<file path="config.mk">
export PLATFORM = sky130hd
export DESIGN_NAME = agm_regs
export DESIGN_NICKNAME = d
export VERILOG_FILES = /design/src/rtl/agm_pkg.sv /design/src/rtl/agm_pin_sync.sv /design/src/rtl/agm_regs.sv
export SDC_FILE = /design/constraint.sdc
export NUM_CORES = 1
export LEC_CHECK = 0
export BUFFER_PORTS_ARGS = -buffer_cell sky130_fd_sc_hd__buf_2
export CORE_UTILIZATION = 45
export CTS_CLUSTER_DIAMETER = 30
export DETAILED_ROUTE_END_ITERATION = 8
export PLACE_DENSITY = 0.76
export SYNTH_ARGS = -nofsm -noshare
export SYNTH_HDL_FRONTEND = slang
export SYNTH_SLANG_ARGS = --single-unit
</file>
<file path="constraint.sdc">
create_clock -name sys_clk -period 1.9 [get_ports sys_clk]
set_input_delay 0.38 -clock sys_clk [delete_from_list [all_inputs] [get_ports sys_clk]]
set_output_delay 0.38 -clock sys_clk [all_outputs]
set_load 0.01 [all_outputs]
</file>
<file path="src/rtl/agm_pkg.sv">
// package of constants and types for the amplifier gain and mode registers
// assumes: a single 200 MHz clock domain and an active-low async reset
package agm_pkg;

   // ---------------------------------------------------------------
   // serial control word
   // ---------------------------------------------------------------
   localparam logic [6:0] AGM_DEV_ADDR      = 7'h31;
   localparam int         AGM_WORD_BITS     = 16;
   localparam int         AGM_ADDR_BITS     = 7;
   localparam int         AGM_DATA_BITS     = 9;
   localparam logic [3:0] AGM_BYTE_BITS     = 4'h8;

   // ---------------------------------------------------------------
   // register offsets
   // ---------------------------------------------------------------
   localparam logic [6:0] AGM_LEFT_GAIN_OFS  = 7'h00;
   localparam logic [6:0] AGM_RIGHT_GAIN_OFS = 7'h01;
   localparam logic [6:0] AGM_MODE_OFS       = 7'h02;

   // ---------------------------------------------------------------
   // field positions
   // ---------------------------------------------------------------
   localparam int AGM_GAIN_LINK_BIT   = 7;
   localparam int AGM_SILENCE_BIT     = 6;
   localparam int AGM_GAIN_MSB        = 5;
   localparam int AGM_EDGE_MSB        = 5;
   localparam int AGM_EDGE_LSB        = 4;
   localparam int AGM_OC_RECOVER_BIT  = 3;
   localparam int AGM_OT_RECOVER_BIT  = 2;
   localparam int AGM_RIGHT_MIX_BIT   = 1;
   localparam int AGM_LEFT_MIX_BIT    = 0;

   // ---------------------------------------------------------------
   // reset values and masks
   // ---------------------------------------------------------------
   localparam logic [7:0] AGM_LEFT_GAIN_RST  = 8'h22;
   localparam logic [7:0] AGM_RIGHT_GAIN_RST = 8'h22;
   localparam logic [7:0] AGM_MODE_RST       = 8'h0c;
   localparam logic [7:0] AGM_MODE_WR_MASK   = 8'h3f;
   localparam logic       AGM_PIN_IDLE       = 1'b1;

   // ---------------------------------------------------------------
   // gain decoding: step 0 is 1 dB, each step 0.5 dB, top step 24 dB
   // ---------------------------------------------------------------
   localparam logic [5:0] AGM_GAIN_TOP_STEP  = 6'h2e;
   localparam logic [6:0] AGM_GAIN_BASE_HDB  = 7'h02;

   // ---------------------------------------------------------------
   // serial slave states
   // ---------------------------------------------------------------
   typedef enum logic [6:0] {
      AGM_IDLE     = 7'h01,
      AGM_ADDR     = 7'h02,
      AGM_ADDR_ACK = 7'h04,
      AGM_WR_BYTE  = 7'h08,
      AGM_WR_ACK   = 7'h10,
      AGM_RD_BYTE  = 7'h20,
      AGM_RD_ACK   = 7'h40
   } agm_state_type;

endpackage

</file>
<file path="src/rtl/agm_pin_sync.sv">
// three-stage synchroniser for the two serial control pins
// assumes: pins are asynchronous to sys_clk and idle high
`timescale 1ns/1ps
module agm_pin_sync
   import agm_pkg::*;
(
   input  wire logic       sys_clk,
   input  wire logic       nrst,
   input  wire logic [1:0] pin_in,
   output logic      [1:0] pin_level
);

   // ---------------------------------------------------------------
   // per-pin stages; level moves only when stages two and three agree
   // ---------------------------------------------------------------
   genvar i;
   generate
      for (i = 0; i < 2; i++) begin : g_pin
         logic s1_reg;
         logic s2_reg;
         logic s3_reg;
         logic lvl_reg;
         logic lvl_next;

         always_comb begin
            lvl_next = (s2_reg == s3_reg) ? s3_reg : lvl_reg;
         end

         always_ff @(posedge sys_clk or negedge nrst) begin
            if (!nrst) begin
               s1_reg  <= AGM_PIN_IDLE;
               s2_reg  <= AGM_PIN_IDLE;
               s3_reg  <= AGM_PIN_IDLE;
               lvl_reg <= AGM_PIN_IDLE;
            end else begin
               s1_reg  <= pin_in[i];
               s2_reg  <= s1_reg;
               s3_reg  <= s2_reg;
               lvl_reg <= lvl_next;
            end
         end

         assign pin_level[i] = lvl_reg;
      end
   endgenerate

endmodule

</file>
<file path="src/rtl/agm_regs.sv">
// gain and mode control registers with a two-wire serial slave port
// assumes: level_limiter_on comes from logic on sys_clk; scl and sda are
// raw pins and the pad resolves the open-drain sda from sda_oe
//
// Function
// [RL1] Left gain code steps 0.5 dB from 1 dB, resets to 18 dB, saturates at 24 dB.
// [RL2] With level control on, the left gain code sets both channel gains.
// [RL3] Gain-code writes to either channel are ignored while level control is on.
// [RL4] A left write with its link bit set loads the code into both channels.
// [RL5] A right write with its link bit set loads the code into both channels.
// [RL6] Left silence bit set mutes the left input; it resets clear.
// [RL7] Right silence bit set mutes the right input; it resets clear.
// [RL8] Right gain code decodes exactly like the left one.
// [RL9] Edge code 00 is normal edges, any other code slow edges.
// [RL10] Mode bits 3 and 2 enable overcurrent and overtemp recovery, reset set.
// [RL11] Mode bit 1 sends the right input to both outputs, reset clear.
// [RL12] Mode bit 0 sends the left input to both outputs, reset clear.
// [RL13] Each transfer is a 16-bit word, MSB first, 7 address and 9 data bits.
// [RL14] Mode bits 7 and 6 read as zero and ignore writes.
`timescale 1ns/1ps
module agm_regs
   import agm_pkg::*;
(
   input  wire logic       sys_clk,
   input  wire logic       nrst,
   input  wire logic       scl_in,
   input  wire logic       sda_in,
   output logic            sda_out,
   output logic            sda_oe,
   input  wire logic       level_limiter_on,
   output logic      [5:0] left_gain_code,
   output logic      [5:0] right_gain_code,
   output logic      [6:0] left_gain_half_db,
   output logic      [6:0] right_gain_half_db,
   output logic            left_gain_link,
   output logic            right_gain_link,
   output logic            left_silence,
   output logic            right_silence,
   output logic      [1:0] edge_rate_code,
   output logic            edge_rate_slow,
   output logic            overcurrent_autorecover,
   output logic            overtemp_autorecover,
   output logic            right_to_both_mix,
   output logic            left_to_both_mix
);

   // ---------------------------------------------------------------
   // gain decoding
   // ---------------------------------------------------------------
   function automatic logic [5:0] agm_sat_step(input logic [5:0] code);
      agm_sat_step = (code > AGM_GAIN_TOP_STEP) ? AGM_GAIN_TOP_STEP : code;
   endfunction

   function automatic logic [6:0] agm_half_db(input logic [5:0] code);
      agm_half_db = AGM_GAIN_BASE_HDB + {1'b0, agm_sat_step(code)};
   endfunction

   // ---------------------------------------------------------------
   // pin conditioning and bus events
   // ---------------------------------------------------------------
   logic [1:0] pin_level;
   logic       scl_lvl;
   logic       sda_lvl;
   logic       scl_prev_reg;
   logic       sda_prev_reg;
   logic       scl_rise;
   logic       scl_fall;
   logic       start_det;
   logic       stop_det;

   agm_pin_sync u_sync (
      .sys_clk   (sys_clk),
      .nrst      (nrst),
      .pin_in    ({sda_in, scl_in}),
      .pin_level (pin_level)
   );

   assign scl_lvl   = pin_level[0];
   assign sda_lvl   = pin_level[1];
   assign scl_rise  = scl_lvl & ~scl_prev_reg;
   assign scl_fall  = ~scl_lvl & scl_prev_reg;
   assign start_det = scl_lvl & scl_prev_reg & sda_prev_reg & ~sda_lvl;
   assign stop_det  = scl_lvl & scl_prev_reg & ~sda_prev_reg & sda_lvl;

   always_ff @(posedge sys_clk or negedge nrst) begin
      if (!nrst) begin
         scl_prev_reg <= AGM_PIN_IDLE;
         sda_prev_reg <= AGM_PIN_IDLE;
      end else begin
         scl_prev_reg <= scl_lvl;
         sda_prev_reg <= sda_lvl;
      end
   end

   // ---------------------------------------------------------------
   // serial slave
   // ---------------------------------------------------------------
   agm_state_type state_reg;
   agm_state_type state_next;
   logic [3:0]    cnt_reg;
   logic [3:0]    cnt_next;
   logic [7:0]    rx_reg;
   logic [7:0]    rx_next;
   logic [7:0]    tx_reg;
   logic [7:0]    tx_next;
   logic [7:0]    hi_reg;
   logic [7:0]    hi_next;
   logic [6:0]    ptr_reg;
   logic [6:0]    ptr_next;
   logic          rw_reg;
   logic          rw_next;
   logic          idx_reg;
   logic          idx_next;
   logic          nack_reg;
   logic          nack_next;
   logic          wr_reg;
   logic          wr_next;
   logic [15:0]   word_reg;
   logic [15:0]   word_next;
   logic          oe_reg;
   logic          oe_next;
   logic [7:0]    rd_data;
   logic [7:0]    left_reg;
   logic [7:0]    right_reg;
   logic [7:0]    mode_reg;

   // read data for the current pointer; unmapped offsets read zero
   always_comb begin
      if (ptr_reg == AGM_LEFT_GAIN_OFS) begin
         rd_data = left_reg;
      end else if (ptr_reg == AGM_RIGHT_GAIN_OFS) begin
         rd_data = right_reg;
      end else if (ptr_reg == AGM_MODE_OFS) begin
         rd_data = mode_reg & AGM_MODE_WR_MASK; // see [RL14]
      end else begin
         rd_data = 8'h00;
      end
   end

   always_comb begin
      state_next = state_reg;
      cnt_next   = cnt_reg;
      rx_next    = rx_reg;
      tx_next    = tx_reg;
      hi_next    = hi_reg;
      ptr_next   = ptr_reg;
      rw_next    = rw_reg;
      idx_next   = idx_reg;
      nack_next  = nack_reg;
      word_next  = word_reg;
      wr_next    = 1'b0;
      if (start_det) begin
         state_next = AGM_ADDR;
         cnt_next   = 4'h0;
      end else if (stop_det) begin
         state_next = AGM_IDLE;
      end else begin
         case (state_reg)
            AGM_ADDR: begin
               if (scl_rise) begin
                  rx_next  = {rx_reg[6:0], sda_lvl};
                  cnt_next = cnt_reg + 4'h1;
               end else if (scl_fall && cnt_reg == AGM_BYTE_BITS) begin
                  cnt_next = 4'h0;
                  rw_next  = rx_reg[0];
                  if (rx_reg[7:1] == AGM_DEV_ADDR) begin
                     state_next = AGM_ADDR_ACK;
                  end else begin
                     state_next = AGM_IDLE;
                  end
               end
            end
            AGM_ADDR_ACK: begin
               if (scl_fall) begin
                  idx_next = 1'b0;
                  if (rw_reg) begin
                     state_next = AGM_RD_BYTE;
                     tx_next    = {ptr_reg, 1'b0}; // see [RL13]
                  end else begin
                     state_next = AGM_WR_BYTE;
                  end
               end
            end
            AGM_WR_BYTE: begin
               if (scl_rise) begin
                  rx_next  = {rx_reg[6:0], sda_lvl}; // see [RL13]
                  cnt_next = cnt_reg + 4'h1;
               end else if (scl_fall && cnt_reg == AGM_BYTE_BITS) begin
                  cnt_next   = 4'h0;
                  state_next = AGM_WR_ACK;
                  idx_next   = ~idx_reg;
                  if (!idx_reg) begin
                     hi_next  = rx_reg;
                     ptr_next = rx_reg[7:1];
                  end else begin
                     word_next = {hi_reg, rx_reg}; // see [RL13]
                     wr_next   = 1'b1;
                  end
               end
            end
            AGM_WR_ACK: begin
               if (scl_fall) begin
                  state_next = AGM_WR_BYTE;
               end
            end
            AGM_RD_BYTE: begin
               if (scl_fall) begin
                  tx_next  = {tx_reg[6:0], 1'b0};
                  cnt_next = cnt_reg + 4'h1;
                  if (cnt_reg == AGM_BYTE_BITS - 4'h1) begin
                     cnt_next   = 4'h0;
                     state_next = AGM_RD_ACK;
                  end
               end
            end
            AGM_RD_ACK: begin
               if (scl_rise) begin
                  nack_next = sda_lvl;
               end else if (scl_fall) begin
                  if (nack_reg) begin
                     state_next = AGM_IDLE;
                  end else begin
                     state_next = AGM_RD_BYTE;
                     idx_next   = ~idx_reg;
                     tx_next    = idx_reg ? {ptr_reg, 1'b0} : rd_data;
                  end
               end
            end
            default: begin
               state_next = AGM_IDLE;
            end
         endcase
      end
      oe_next = (state_next == AGM_ADDR_ACK) || (state_next == AGM_WR_ACK)
             || ((state_next == AGM_RD_BYTE) && !tx_next[7]);
   end

   always_ff @(posedge sys_clk or negedge nrst) begin
      if (!nrst) begin
         state_reg <= AGM_IDLE;
         cnt_reg   <= 4'h0;
         rx_reg    <= 8'h00;
         tx_reg    <= 8'h00;
         hi_reg    <= 8'h00;
         ptr_reg   <= 7'h00;
         rw_reg    <= 1'b0;
         idx_reg   <= 1'b0;
         nack_reg  <= 1'b0;
         wr_reg    <= 1'b0;
         word_reg  <= 16'h0000;
         oe_reg    <= 1'b0;
      end else begin
         state_reg <= state_next;
         cnt_reg   <= cnt_next;
         rx_reg    <= rx_next;
         tx_reg    <= tx_next;
         hi_reg    <= hi_next;
         ptr_reg   <= ptr_next;
         rw_reg    <= rw_next;
         idx_reg   <= idx_next;
         nack_reg  <= nack_next;
         wr_reg    <= wr_next;
         word_reg  <= word_next;
         oe_reg    <= oe_next;
      end
   end

   // open drain: only ever pulls low
   assign sda_out = 1'b0;
   assign sda_oe  = oe_reg;

   // ---------------------------------------------------------------
   // register bank
   // ---------------------------------------------------------------
   logic [7:0] left_next;
   logic [7:0] right_next;
   logic [7:0] mode_next;
   logic [6:0] wr_addr;
   logic [8:0] wr_data;

   assign wr_addr = word_reg[AGM_WORD_BITS-1 -: AGM_ADDR_BITS];
   assign wr_data = word_reg[AGM_DATA_BITS-1:0];

   always_comb begin
      left_next  = left_reg;
      right_next = right_reg;
      mode_next  = mode_reg;
      if (wr_reg) begin
         if (wr_addr == AGM_LEFT_GAIN_OFS) begin
            left_next[7:6] = wr_data[7:6]; // see [RL6]
            if (!level_limiter_on) begin // see [RL3]
               left_next[5:0] = wr_data[5:0];
               if (wr_data[AGM_GAIN_LINK_BIT]) begin
                  right_next[5:0] = wr_data[5:0]; // see [RL4]
               end
            end
         end else if (wr_addr == AGM_RIGHT_GAIN_OFS) begin
            right_next[7:6] = wr_data[7:6]; // see [RL7]
            if (!level_limiter_on) begin // see [RL3]
               right_next[5:0] = wr_data[5:0];
               if (wr_data[AGM_GAIN_LINK_BIT]) begin
                  left_next[5:0] = wr_data[5:0]; // see [RL5]
               end
            end
         end else if (wr_addr == AGM_MODE_OFS) begin
            mode_next = wr_data[7:0] & AGM_MODE_WR_MASK; // see [RL14]
         end
      end
   end

   always_ff @(posedge sys_clk or negedge nrst) begin
      if (!nrst) begin
         left_reg  <= AGM_LEFT_GAIN_RST;  // see [RL1]
         right_reg <= AGM_RIGHT_GAIN_RST; // see [RL8]
         mode_reg  <= AGM_MODE_RST;       // see [RL10]
      end else begin
         left_reg  <= left_next;
         right_reg <= right_next;
         mode_reg  <= mode_next;
      end
   end

   // ---------------------------------------------------------------
   // control outputs, registered
   // ---------------------------------------------------------------
   logic [5:0] lcode_reg;
   logic [5:0] lcode_next;
   logic [5:0] rcode_reg;
   logic [5:0] rcode_next;
   logic [6:0] lhdb_reg;
   logic [6:0] lhdb_next;
   logic [6:0] rhdb_reg;
   logic [6:0] rhdb_next;
   logic [5:0] rsrc;

   always_comb begin
      // see [RL2]
      rsrc       = level_limiter_on ? left_reg[5:0] : right_reg[5:0];
      lcode_next = agm_sat_step(left_reg[5:0]); // see [RL1]
      rcode_next = agm_sat_step(rsrc);          // see [RL8]
      lhdb_next  = agm_half_db(left_reg[5:0]);  // see [RL1]
      rhdb_next  = agm_half_db(rsrc);           // see [RL2]
   end

   always_ff @(posedge sys_clk or negedge nrst) begin
      if (!nrst) begin
         lcode_reg <= AGM_LEFT_GAIN_RST[5:0];
         rcode_reg <= AGM_RIGHT_GAIN_RST[5:0];
         lhdb_reg  <= AGM_GAIN_BASE_HDB + {1'b0, AGM_LEFT_GAIN_RST[5:0]};
         rhdb_reg  <= AGM_GAIN_BASE_HDB + {1'b0, AGM_RIGHT_GAIN_RST[5:0]};
      end else begin
         lcode_reg <= lcode_next;
         rcode_reg <= rcode_next;
         lhdb_reg  <= lhdb_next;
         rhdb_reg  <= rhdb_next;
      end
   end

   assign left_gain_code          = lcode_reg;
   assign right_gain_code         = rcode_reg;
   assign left_gain_half_db       = lhdb_reg;
   assign right_gain_half_db      = rhdb_reg;
   assign left_gain_link          = left_reg[AGM_GAIN_LINK_BIT];
   assign right_gain_link         = right_reg[AGM_GAIN_LINK_BIT];
   assign left_silence            = left_reg[AGM_SILENCE_BIT];  // see [RL6]
   assign right_silence           = right_reg[AGM_SILENCE_BIT]; // see [RL7]
   assign edge_rate_code          = mode_reg[AGM_EDGE_MSB:AGM_EDGE_LSB];
   // see [RL9]
   assign edge_rate_slow          = |mode_reg[AGM_EDGE_MSB:AGM_EDGE_LSB];
   assign overcurrent_autorecover = mode_reg[AGM_OC_RECOVER_BIT]; // see [RL10]
   assign overtemp_autorecover    = mode_reg[AGM_OT_RECOVER_BIT]; // see [RL10]
   assign right_to_both_mix       = mode_reg[AGM_RIGHT_MIX_BIT];  // see [RL11]
   assign left_to_both_mix        = mode_reg[AGM_LEFT_MIX_BIT];   // see [RL12]

endmodule

</file>
Yosys cells after proc, flatten, opt, wreduce, memory -nomap -nowiden:

Cells that the tools add are included.

* add/subtract/negate cells: 3
* magnitude comparators: 2
* eq/ne operators: 32
* multiplexer cells: 59
* bitwise operators: 17
* reductions and logical operators: 27

Operators by type and width (number)
* 8-bit 2-to-1 mux: 11
* 7-bit 2-to-1 mux: 12
* 6-bit 2-to-1 mux: 13
* 7-bit one-hot mux with 6 select lines: 1
* 4-bit 2-to-1 mux: 6
* 2-bit != test, second input constant: 12
* 8-bit one-hot mux with 3 select lines: 1
* 7-bit by 2-bit equality test with 1-bit output, second input constant: 3
* 7-bit by 6-bit equality test with 1-bit output, second input constant: 3
* 9-bit AND reduction: 2
* 4-bit AND reduction: 4
* 5-bit AND reduction: 3
* 2-bit by 6-bit adder with 7-bit output, first input constant: 2
* 7-bit by 1-bit equality test with 1-bit output, second input constant: 2
* 7-bit by 3-bit equality test with 1-bit output, second input constant: 2
* 7-bit by 5-bit equality test with 1-bit output, second input constant: 2
* 7-bit logical NOT: 2
* 6-bit > comparator, second input constant: 2
* 1-bit 2-to-1 mux: 12
* 6-bit AND reduction: 2
* 1-bit inverter: 10
* 3-bit nonzero test: 3
* 4-bit one-hot mux with 2 select lines: 1
* 1-bit AND: 7
* 17 further kinds: 22

* bits in registers: 121
* input bits: 5
* logic and storage cells: 172

Longest topological paths before layout:

Gate-level depths: netlist of run 1.

* depth in word-level cells: 14
* gate-level depth with buffers: 9

Modules after synthesis:

From an unflattened synthesis of run 1, not the netlist that was laid out.

* cell total of the unflattened synthesis: 412
* area total of the unflattened synthesis: 4952.2 µm²

By module, submodules not included
* agm_regs: times used 1, cells each 400, area an instance 4704.5 µm²
* agm_pin_sync: times used 1, cells each 12, area an instance 247.7 µm²

Worst setup path after synthesis of run 1:

No wires, ideal clock.

* path type: reg2reg
* from: reg u_sync.g_pin[0].lvl_reg
* to: reg word_reg[10]
* arrival time: 1.815 ns
* slack: -0.043 ns
* cell stages (with the launch flop): 8
* buffers on the path: 3
* clock period less this slack: 1.943 ns
* path through: dfstp_2 buf_2 and4bb_2 and4_4 and2_1 buf_4 buf_6 mux2_1

* word-level cells in the longest chain between the ends: 5
* elaborated cells between the ends (all ways): 13
* those cells by class: 11 x bitwise; 2 x reduce/logical

RTL lines
* start: declaration: RTL line agm_pin_sync.sv:22 `logic lvl_reg;`
* start signal: assignment: RTL line agm_pin_sync.sv:39 `lvl_reg <= lvl_next;`
* 1-bit AND: RTL line agm_regs.sv:82, agm_regs.sv:83
* 1-bit AND, on equally long branches (2 in series): RTL line agm_regs.sv:83, agm_regs.sv:82
* 1-bit inverter (no line)
* 6-bit AND reduction (no line) *
* end signal: assignment: RTL line agm_regs.sv:263 `word_reg <= word_next;`
* end: declaration: RTL line agm_regs.sv:118 `logic [15:0] word_reg;`

Every way passes the cells marked *; elsewhere a longest branch is shown, timed or not.
A chain may end at the register's enable or synchronous reset.

Worst setup path in the final report of run 1:

* from: reg scl_prev_reg
* to: reg oe_reg (netlist: sda_oe)

* word-level cells in the longest chain between the ends: 10
* elaborated cells between the ends (all ways): 35
* those cells by class: 3 x eq/ne; 19 x mux; 8 x bitwise; 5 x reduce/logical

RTL lines
* start: declaration: RTL line agm_regs.sv:64 `logic scl_prev_reg;`
* start signal: assignment: RTL line agm_regs.sv:90 `scl_prev_reg <= scl_lvl;`
* 1-bit AND: RTL line agm_regs.sv:81 `assign scl_fall = ~scl_lvl & scl_prev_reg;`
* 1-bit logical AND: RTL line agm_regs.sv:163, agm_regs.sv:188
* 7-bit 2-to-1 mux, on equally long branches: RTL line agm_regs.sv:188, agm_regs.sv:163
* 7-bit 2-to-1 mux, on equally long branches: RTL line agm_regs.sv:185, agm_regs.sv:160
* 7-bit one-hot mux with 6 select lines: RTL line agm_regs.sv:158 `case (state_reg)`
* 7-bit 2-to-1 mux: RTL line agm_regs.sv:155 `end else if (stop_det) begin`
* 7-bit 2-to-1 mux: RTL line agm_regs.sv:152 `if (start_det) begin`
* 7-bit by 3-bit equality test with 1-bit output (tied with other cells): RTL line agm_regs.sv:234 `oe_next = (state_next == AGM_ADDR_ACK) || (state_next == AGM_WR_ACK)`
* 1-bit logical OR or 1-bit logical AND (tied branches): RTL line agm_regs.sv:234, agm_regs.sv:235
* 1-bit logical OR *: RTL line agm_regs.sv:235 `|| ((state_next == AGM_RD_BYTE) && !tx_next[7]);`
* named net oe_next: RTL line agm_regs.sv:121 `logic oe_next;`
* end signal: assignment: RTL line agm_regs.sv:264 `oe_reg <= oe_next;`
* end: declaration: RTL line agm_regs.sv:120 `logic oe_reg;`

The timed path passes the listed nets; every way through them passes the cells marked *. The select of a mux whose other input is x is not followed.

==> results.cfg, run 1 <==
[floorplan]
die_w_um = 108
die_y_um = 108
core.rowCount = 38
boundaryPins = 44
fp.dieArea_sq_um = 11800
core_sq_um = 10900
start_util_pct = 46.6

[power_and_ir_drop]
p_leak_nw = 3.11
intPower_mw = 3.54
power_density_nw_per_um2 = 710
seqPwrFrac_pct = 51.8
finalPower_mw = 4.62
irDropWorstVdd_mv = 0.459
combinationalPowerShare_pct = 5.5
switchingPower_mw = 1.08
clkPwrFrac_pct = 42.7
switching_share_pct = 23.4

[logic_synthesis]
synthFlopType = dfrtp_1
synth-simple-area-share_pct = 14.2
synth_top_family_by_area = multiplexers
synth_fa_ha_area_share_pct = 1.37
synth-compound-area-share_pct = 10.1
yosysTopAreaCell = dfrtp_1
synth.area.mux_share_pct = 14.7
syn_area_per_cell_sq_um = 11.9
yosysWarnings = 0
synth_area_sq_um = 5100
ys_types = 68
synth_seq_cells = 110
synth_area_leaders = dfrtp_1 42%, dfstp_2 13%, mux2_2 11%
synth_edf_count = 0
synth_top_area_share_pct = 41.7
ys_seq_area_share_pct = 54.6
synth-xor-area-share_pct = 1.03
ys_async_sr_fraction_pct = 100
syn_inst = 427

[route]
drt_iter0_drc = 165
drtAntennaViolNets = 0
vias = 3862
drc = 0
dr.pass1.iters = 6
drt-total-wl_um = 12100
avgViaCountPerCell = 5.64
routedWlPerCell_um = 17.7

[finish]
layout_common_cells = 79 x dfrtp_1, 69 x buf_4, 41 x buf_2, 39 x mux2_2, 25 x dfstp_2
fillers = 862
final_common_cell = dfrtp_1
fin_util_pct = 59.5
largest_reg_flops = 15
area_delta_synth_final_pct = 27.7
diodes = 0
nNetsFinal = 549
postLayoutCellArea_sq_um = 6510
drive_above_1_share_pct = 46.4

[clocking]
root_buffer = clkbuf_16
cts_buffer_depth = 2
cts_max_level = 3
tritoncts.num_buffers = 9
hold_buffers = 0
clock_sinks = 110
clk_pin_slew_ns = 0.08
cts_tree = built
clk_latency_ns = 0.35

[worst_setup_path]
crit_required_ns = 2.12
r2r_cells = 6
critical_path_class = reg -> reg
cp_max_fo = 6
r2r_setup_slack_ns = -0.16
r2r_start = scl_prev_reg
r2r_end = sda_oe
cp-end-kind = flip-flop
start_kind = flip-flop
arrival_ns = 2.27

[global_routing]
grt_pass1_vias = 3793
grt.total_usage_pct = 21.5
grt_pass1_wl_um = 19300
grt_max_degree = 37
antenna_found_initial = 0
grt_overflow = 0

[sta]
relSlewSlack_pct = 62.2
hold_viol = 0
fin_skew_ns = 0.0121
slew_violations = 0
fin_crit_sh_pct = 108
fmax_mhz = 487
rsz0062_at_grt = true
period_minus_slack_ns = 2.06
fin_ws_ns = -0.155
worst_pin_slew_ns = 0.562
setup_viol = 20

[placement]
placed_area_sq_um = 5880
gp_congestion = 0.911
dpl.hpwl_um = 8460
io_buffers = 42

[status]
status = finished, violations left
violations = negative setup slack

[worst_hold_path]
hold_class = in -> async

[flow_run]
maxCapViolCount = 0
[worst max-delay path: stages (launching register included)]
cell	delay, ns
dfstp_2	0.59
nor2b_1	0.24
buf_4	0.21
mux2_2	0.34
nand2_1	0.08
a41oi_2	0.13
o31ai_1	0.35
[how the worst max path moves through the flow]
stage                  from            to  slack, ns  cells after the start
3_3_place_gp   state_reg[2]        sda_oe      -0.25                      5
4_1_cts        state_reg[2]        sda_oe      -0.05                      6
3_5_place_dp   state_reg[2]  state_reg[0]      -0.22                      5
5_1_grt        scl_prev_reg        sda_oe      -0.16                      6
6_report       scl_prev_reg        sda_oe      -0.16                      6
2_1_floorplan  scl_prev_reg  word_reg[13]      0.006                      6
[synthesized netlist by cell type (all sizes together), types with 5 or more instances]
library cell	number
dfrtp	85
mux2	54
o21ai	30
dfstp	25
nand2	25
nor2	24
inv	19
buf	15
mux2i	14
a21oi	13
nand3	12
nand2b	9
nor2b	9
nor3	7
a222oi	5
clkbuf	5
xor2	5
[routing by layer]
layer | vias to the layer above | wire, um | global-route usage, %
li1 | 1764 | - | -
met2 | 125 | 6000 | 35.8
met4 | 0 | 214 | 7.43
met3 | 17 | 548 | 3.86
met5 | - | 0 | 0
met1 | 1956 | 5350 | 28.1
[area by class of cell]
| type | count | area, sq um | share of cell area (%) |
|---|---|---|---|
| sequential | 110 | 2790 | 42.9 |
| multi-input combinational | 280 | 2290 | 35.2 |
| timing repair buffer | 120 | 865 | 13.3 |
| clock buffer | 9 | 225 | 3.46 |
| tap | 140 | 175 | 2.69 |
| clock inverter | 7 | 87.6 | 1.35 |
| inverter | 19 | 71.3 | 1.10 |
[logic make-up (layout without fill, tap and decap cells)]
logic type,after synthesis,in the layout
DFF,110,110
xor gates and xnor gates,6,6
other,1,3
buffers and inverters,39,155
and+or+nand+nor,120,120
AOI/OAI and AO/OA,77,77
muxes,68,68
adders and majority gates,6,6
[power groups by stage]
| stage | Clock, mW | Sequential [mW] | Combinational, mW |
|---|---|---|---|
| finish | 1.97 | 2.39 | 0.255 |
| global route | 2.11 | 2.40 | 0.280 |
| CTS | 2.01 | 2.39 | 0.238 |
| detailed placement | 0 | 2.44 | 0.226 |
| global placement | 0 | 2.44 | 0.226 |
| floorplan | 0 | 2.43 | 0.101 |
[repair_timing]
action | CTS | global route
setup endpoints to repair | 43 | 55
pin swaps | 12 | 12
buffers inserted | 12 | 5
resized for setup | 19 | 41
[through the flow]
| stage | setup TNS, ns | setup WS [ns] | instances | hold WS, ns |
|---|---|---|---|---|
| CTS | -0.177 | -0.0487 | 680 | 0.0192 |
| floorplan | 0 | 0.00643 | 429 | 0.0844 |
| finish | -0.679 | -0.155 | 685 | 0.000439 |
| global placement | -1.82 | -0.247 | 652 | 0.347 |
| global route | -2.50 | -0.164 | 685 | 0.0371 |
| detailed placement | -2.33 | -0.224 | 652 | 0.347 |
Power figures use the tool's default switching activity.
==> inputs of run 2 (changes only) <==
--- a/config.mk
+++ b/config.mk
@@ -9,7 +9,9 @@
 export CORE_UTILIZATION = 45
 export CTS_CLUSTER_DIAMETER = 30
 export DETAILED_ROUTE_END_ITERATION = 8
-export PLACE_DENSITY = 0.76
+export GPL_ROUTABILITY_DRIVEN = 0
+export PLACE_DENSITY = 0.74
+export REMOVE_ABC_BUFFERS = 1
 export SYNTH_ARGS = -nofsm -noshare
 export SYNTH_HDL_FRONTEND = slang
 export SYNTH_SLANG_ARGS = --single-unit
==> constraint.sdc (replaced) <==
create_clock -name sys_clk -period 2 [get_ports sys_clk]
set_input_delay 0.4 -clock sys_clk [delete_from_list [all_inputs] [get_ports sys_clk]]
set_output_delay 0.4 -clock sys_clk [all_outputs]
set_load 0.01 [all_outputs]
==> results.cfg, run 2 (same netlist as run 1, synthesis figures left out) <==
[route]
drt-total-wl_um = 11500
drtAntennaViolNets = 0
avgViaCountPerCell = 5.62
drc = 0
vias = 3728
drt_iter0_drc = 434
routedWlPerCell_um = 17.4
dr.pass1.iters = 5

[worst_hold_path]
min_path_cells = 1
worstHoldStart = sda_in
hold_class = in -> reg
min_to = u_sync.g_pin[1].s1_reg

[clocking]
tritoncts.num_buffers = 9
clk_pin_slew_ns = 0.07
clock_sinks = 110
root_buffer = clkbuf_16
cts_tree = built
cts_max_level = 3
clk_latency_ns = 0.34
cts_buffer_depth = 2

[sta]
fin_crit_sh_pct = 98.7
period_minus_slack_ns = 1.97
slew_violations = 0
hold_ws_ns = 0.150
fin_ws_ns = 0.0258
worst_pin_slew_ns = 0.635
tns_ns = 0
relSlewSlack_pct = 57.4
setup_viol = 0
fmax_mhz = 507
rsz0062_at_grt = true
fin_skew_ns = 0.00581
hold_viol = 0

[floorplan]
die_y_um = 108
core.rowCount = 38
boundaryPins = 44
fp.dieArea_sq_um = 11800
start_util_pct = 46.6
core_sq_um = 10900
die_w_um = 108

[finish]
diodes = 0
drive_above_1_share_pct = 42.8
layout_common_cells = 80 x dfrtp_1, 49 x buf_4, 48 x mux2_2, 41 x buf_2, 27 x o21ai_0
area_delta_synth_final_pct = 22.1
nNetsFinal = 527
fillers = 906
final_common_cell = dfrtp_1
multi_input_area_sq_um = 2200
regArea_sq_um = 2790
largest_reg_flops = 15

[worst_setup_path]
r2r_end = tx_reg[6]
arrival_ns = 2.18
start_kind = flip-flop
r2r_cells = 6
critical_path_class = reg -> reg
r2r_setup_slack_ns = 0.03
cp_max_fo = 7
crit_required_ns = 2.21
r2r_start = u_sync.g_pin[1].lvl_reg
cp-end-kind = flip-flop

[global_routing]
antenna_found_initial = 0
grt.total_usage_pct = 20.7
grt_overflow = 0
grt_pass1_wl_um = 18800
grt_max_degree = 32
grt_pass1_vias = 3692

[flow_run]
maxCapViolCount = 0

[placement]
io_buffers = 42
pre_cts_slack_ns = -0.0427
dpl.hpwl_um = 8000

[power_and_ir_drop]
p_leak_nw = 2.96
power_density_nw_per_um2 = 676
irDropWorstVdd_mv = 0.482

[status]
status = finished, final reports clean
[run 2: cell count changes in the layout (fill, tap and decap cells not counted), sizes merged]
cell,delta
clkinv,+1
inv,-1
buf,-23
dlygate4sd3,+1
clkbuf,+1
bufinv,-1
[run 2: how the worst max path moves through the flow]
stage | from | to | slack (ns) | depth (start not counted)
2_1_floorplan | state_reg[5] | word_reg[0] | -0.04 | 4
3_3_place_gp | state_reg[5] | sda_oe | -0.02 | 6
3_5_place_dp | state_reg[2] | sda_oe | -0.04 | 5
4_1_cts | state_reg[2] | sda_oe | 0.0004 | 5
5_1_grt | u_sync.g_pin[0].lvl_reg | tx_reg[5] | -0.06 | 7
6_report | u_sync.g_pin[1].lvl_reg | tx_reg[6] | 0.03 | 6
[run 2: layout make-up]
cell class | instances | area share, %
flip-flops and latches | 110 | 44.9
clock buffers | 10 | 3.68
well taps | 140 | 2.82
inverters | 19 | 1.15
repair buffers | 98 | 11.2
multi-input cells | 280 | 35.4
clock inverters | 6 | 0.885
[run 2: stage by stage]
step | utilization (%) | power [mW] | std cells | cell area, sq um
4_1_cts | 55.4 | 4.23 | 653 | 6060
3_3_place_gp | 52.5 | 2.50 | 635 | 5740
6_report | 56.9 | 4.20 | 663 | 6220
5_1_grt | 56.9 | 4.36 | 663 | 6220
3_5_place_dp | 52.5 | 2.51 | 635 | 5740
2_1_floorplan | - | 2.39 | 409 | 4980
[run 2: repair_timing]
| item | in CTS | in global routing |
|---|---|---|
| pin swaps | 1 | 7 |
| gates resized for setup | 3 | 20 |
| cloned | 0 | 0 |
| setup endpoints to repair | 5 | 49 |
| buffers inserted | 1 | 10 |
| hold buffers | 1 | 0 |
| hold endpoints to repair | 1 | 0 |
[run 2: worst max-delay path: stages, from the launching register on]
cell and delay, ns:
dfstp_2 0.58, xor2_1 0.09, nor2b_1 0.17, or4b_4 0.56, a211oi_2 0.18, buf_4 0.18, o21ai_0 0.08
[run 2: report_power, final]
group          switching (mW)  total [mW]  internal (mW)
logic                   0.126       0.204         0.0789
registers              0.0223        2.28           2.26
clock network           0.849        1.72          0.871
total                   0.997        4.20           3.21
[run 2: metal layers]
metal / GRT usage, % / vias to the layer above / part of all wire, %
li1: - / 1709 / -
met4: 7.24 / 0 / 1.6
met1: 27.7 / 1900 / 44
met2: 33.6 / 101 / 50
met3: 4.16 / 18 / 3.8
met5: 0 / - / 0
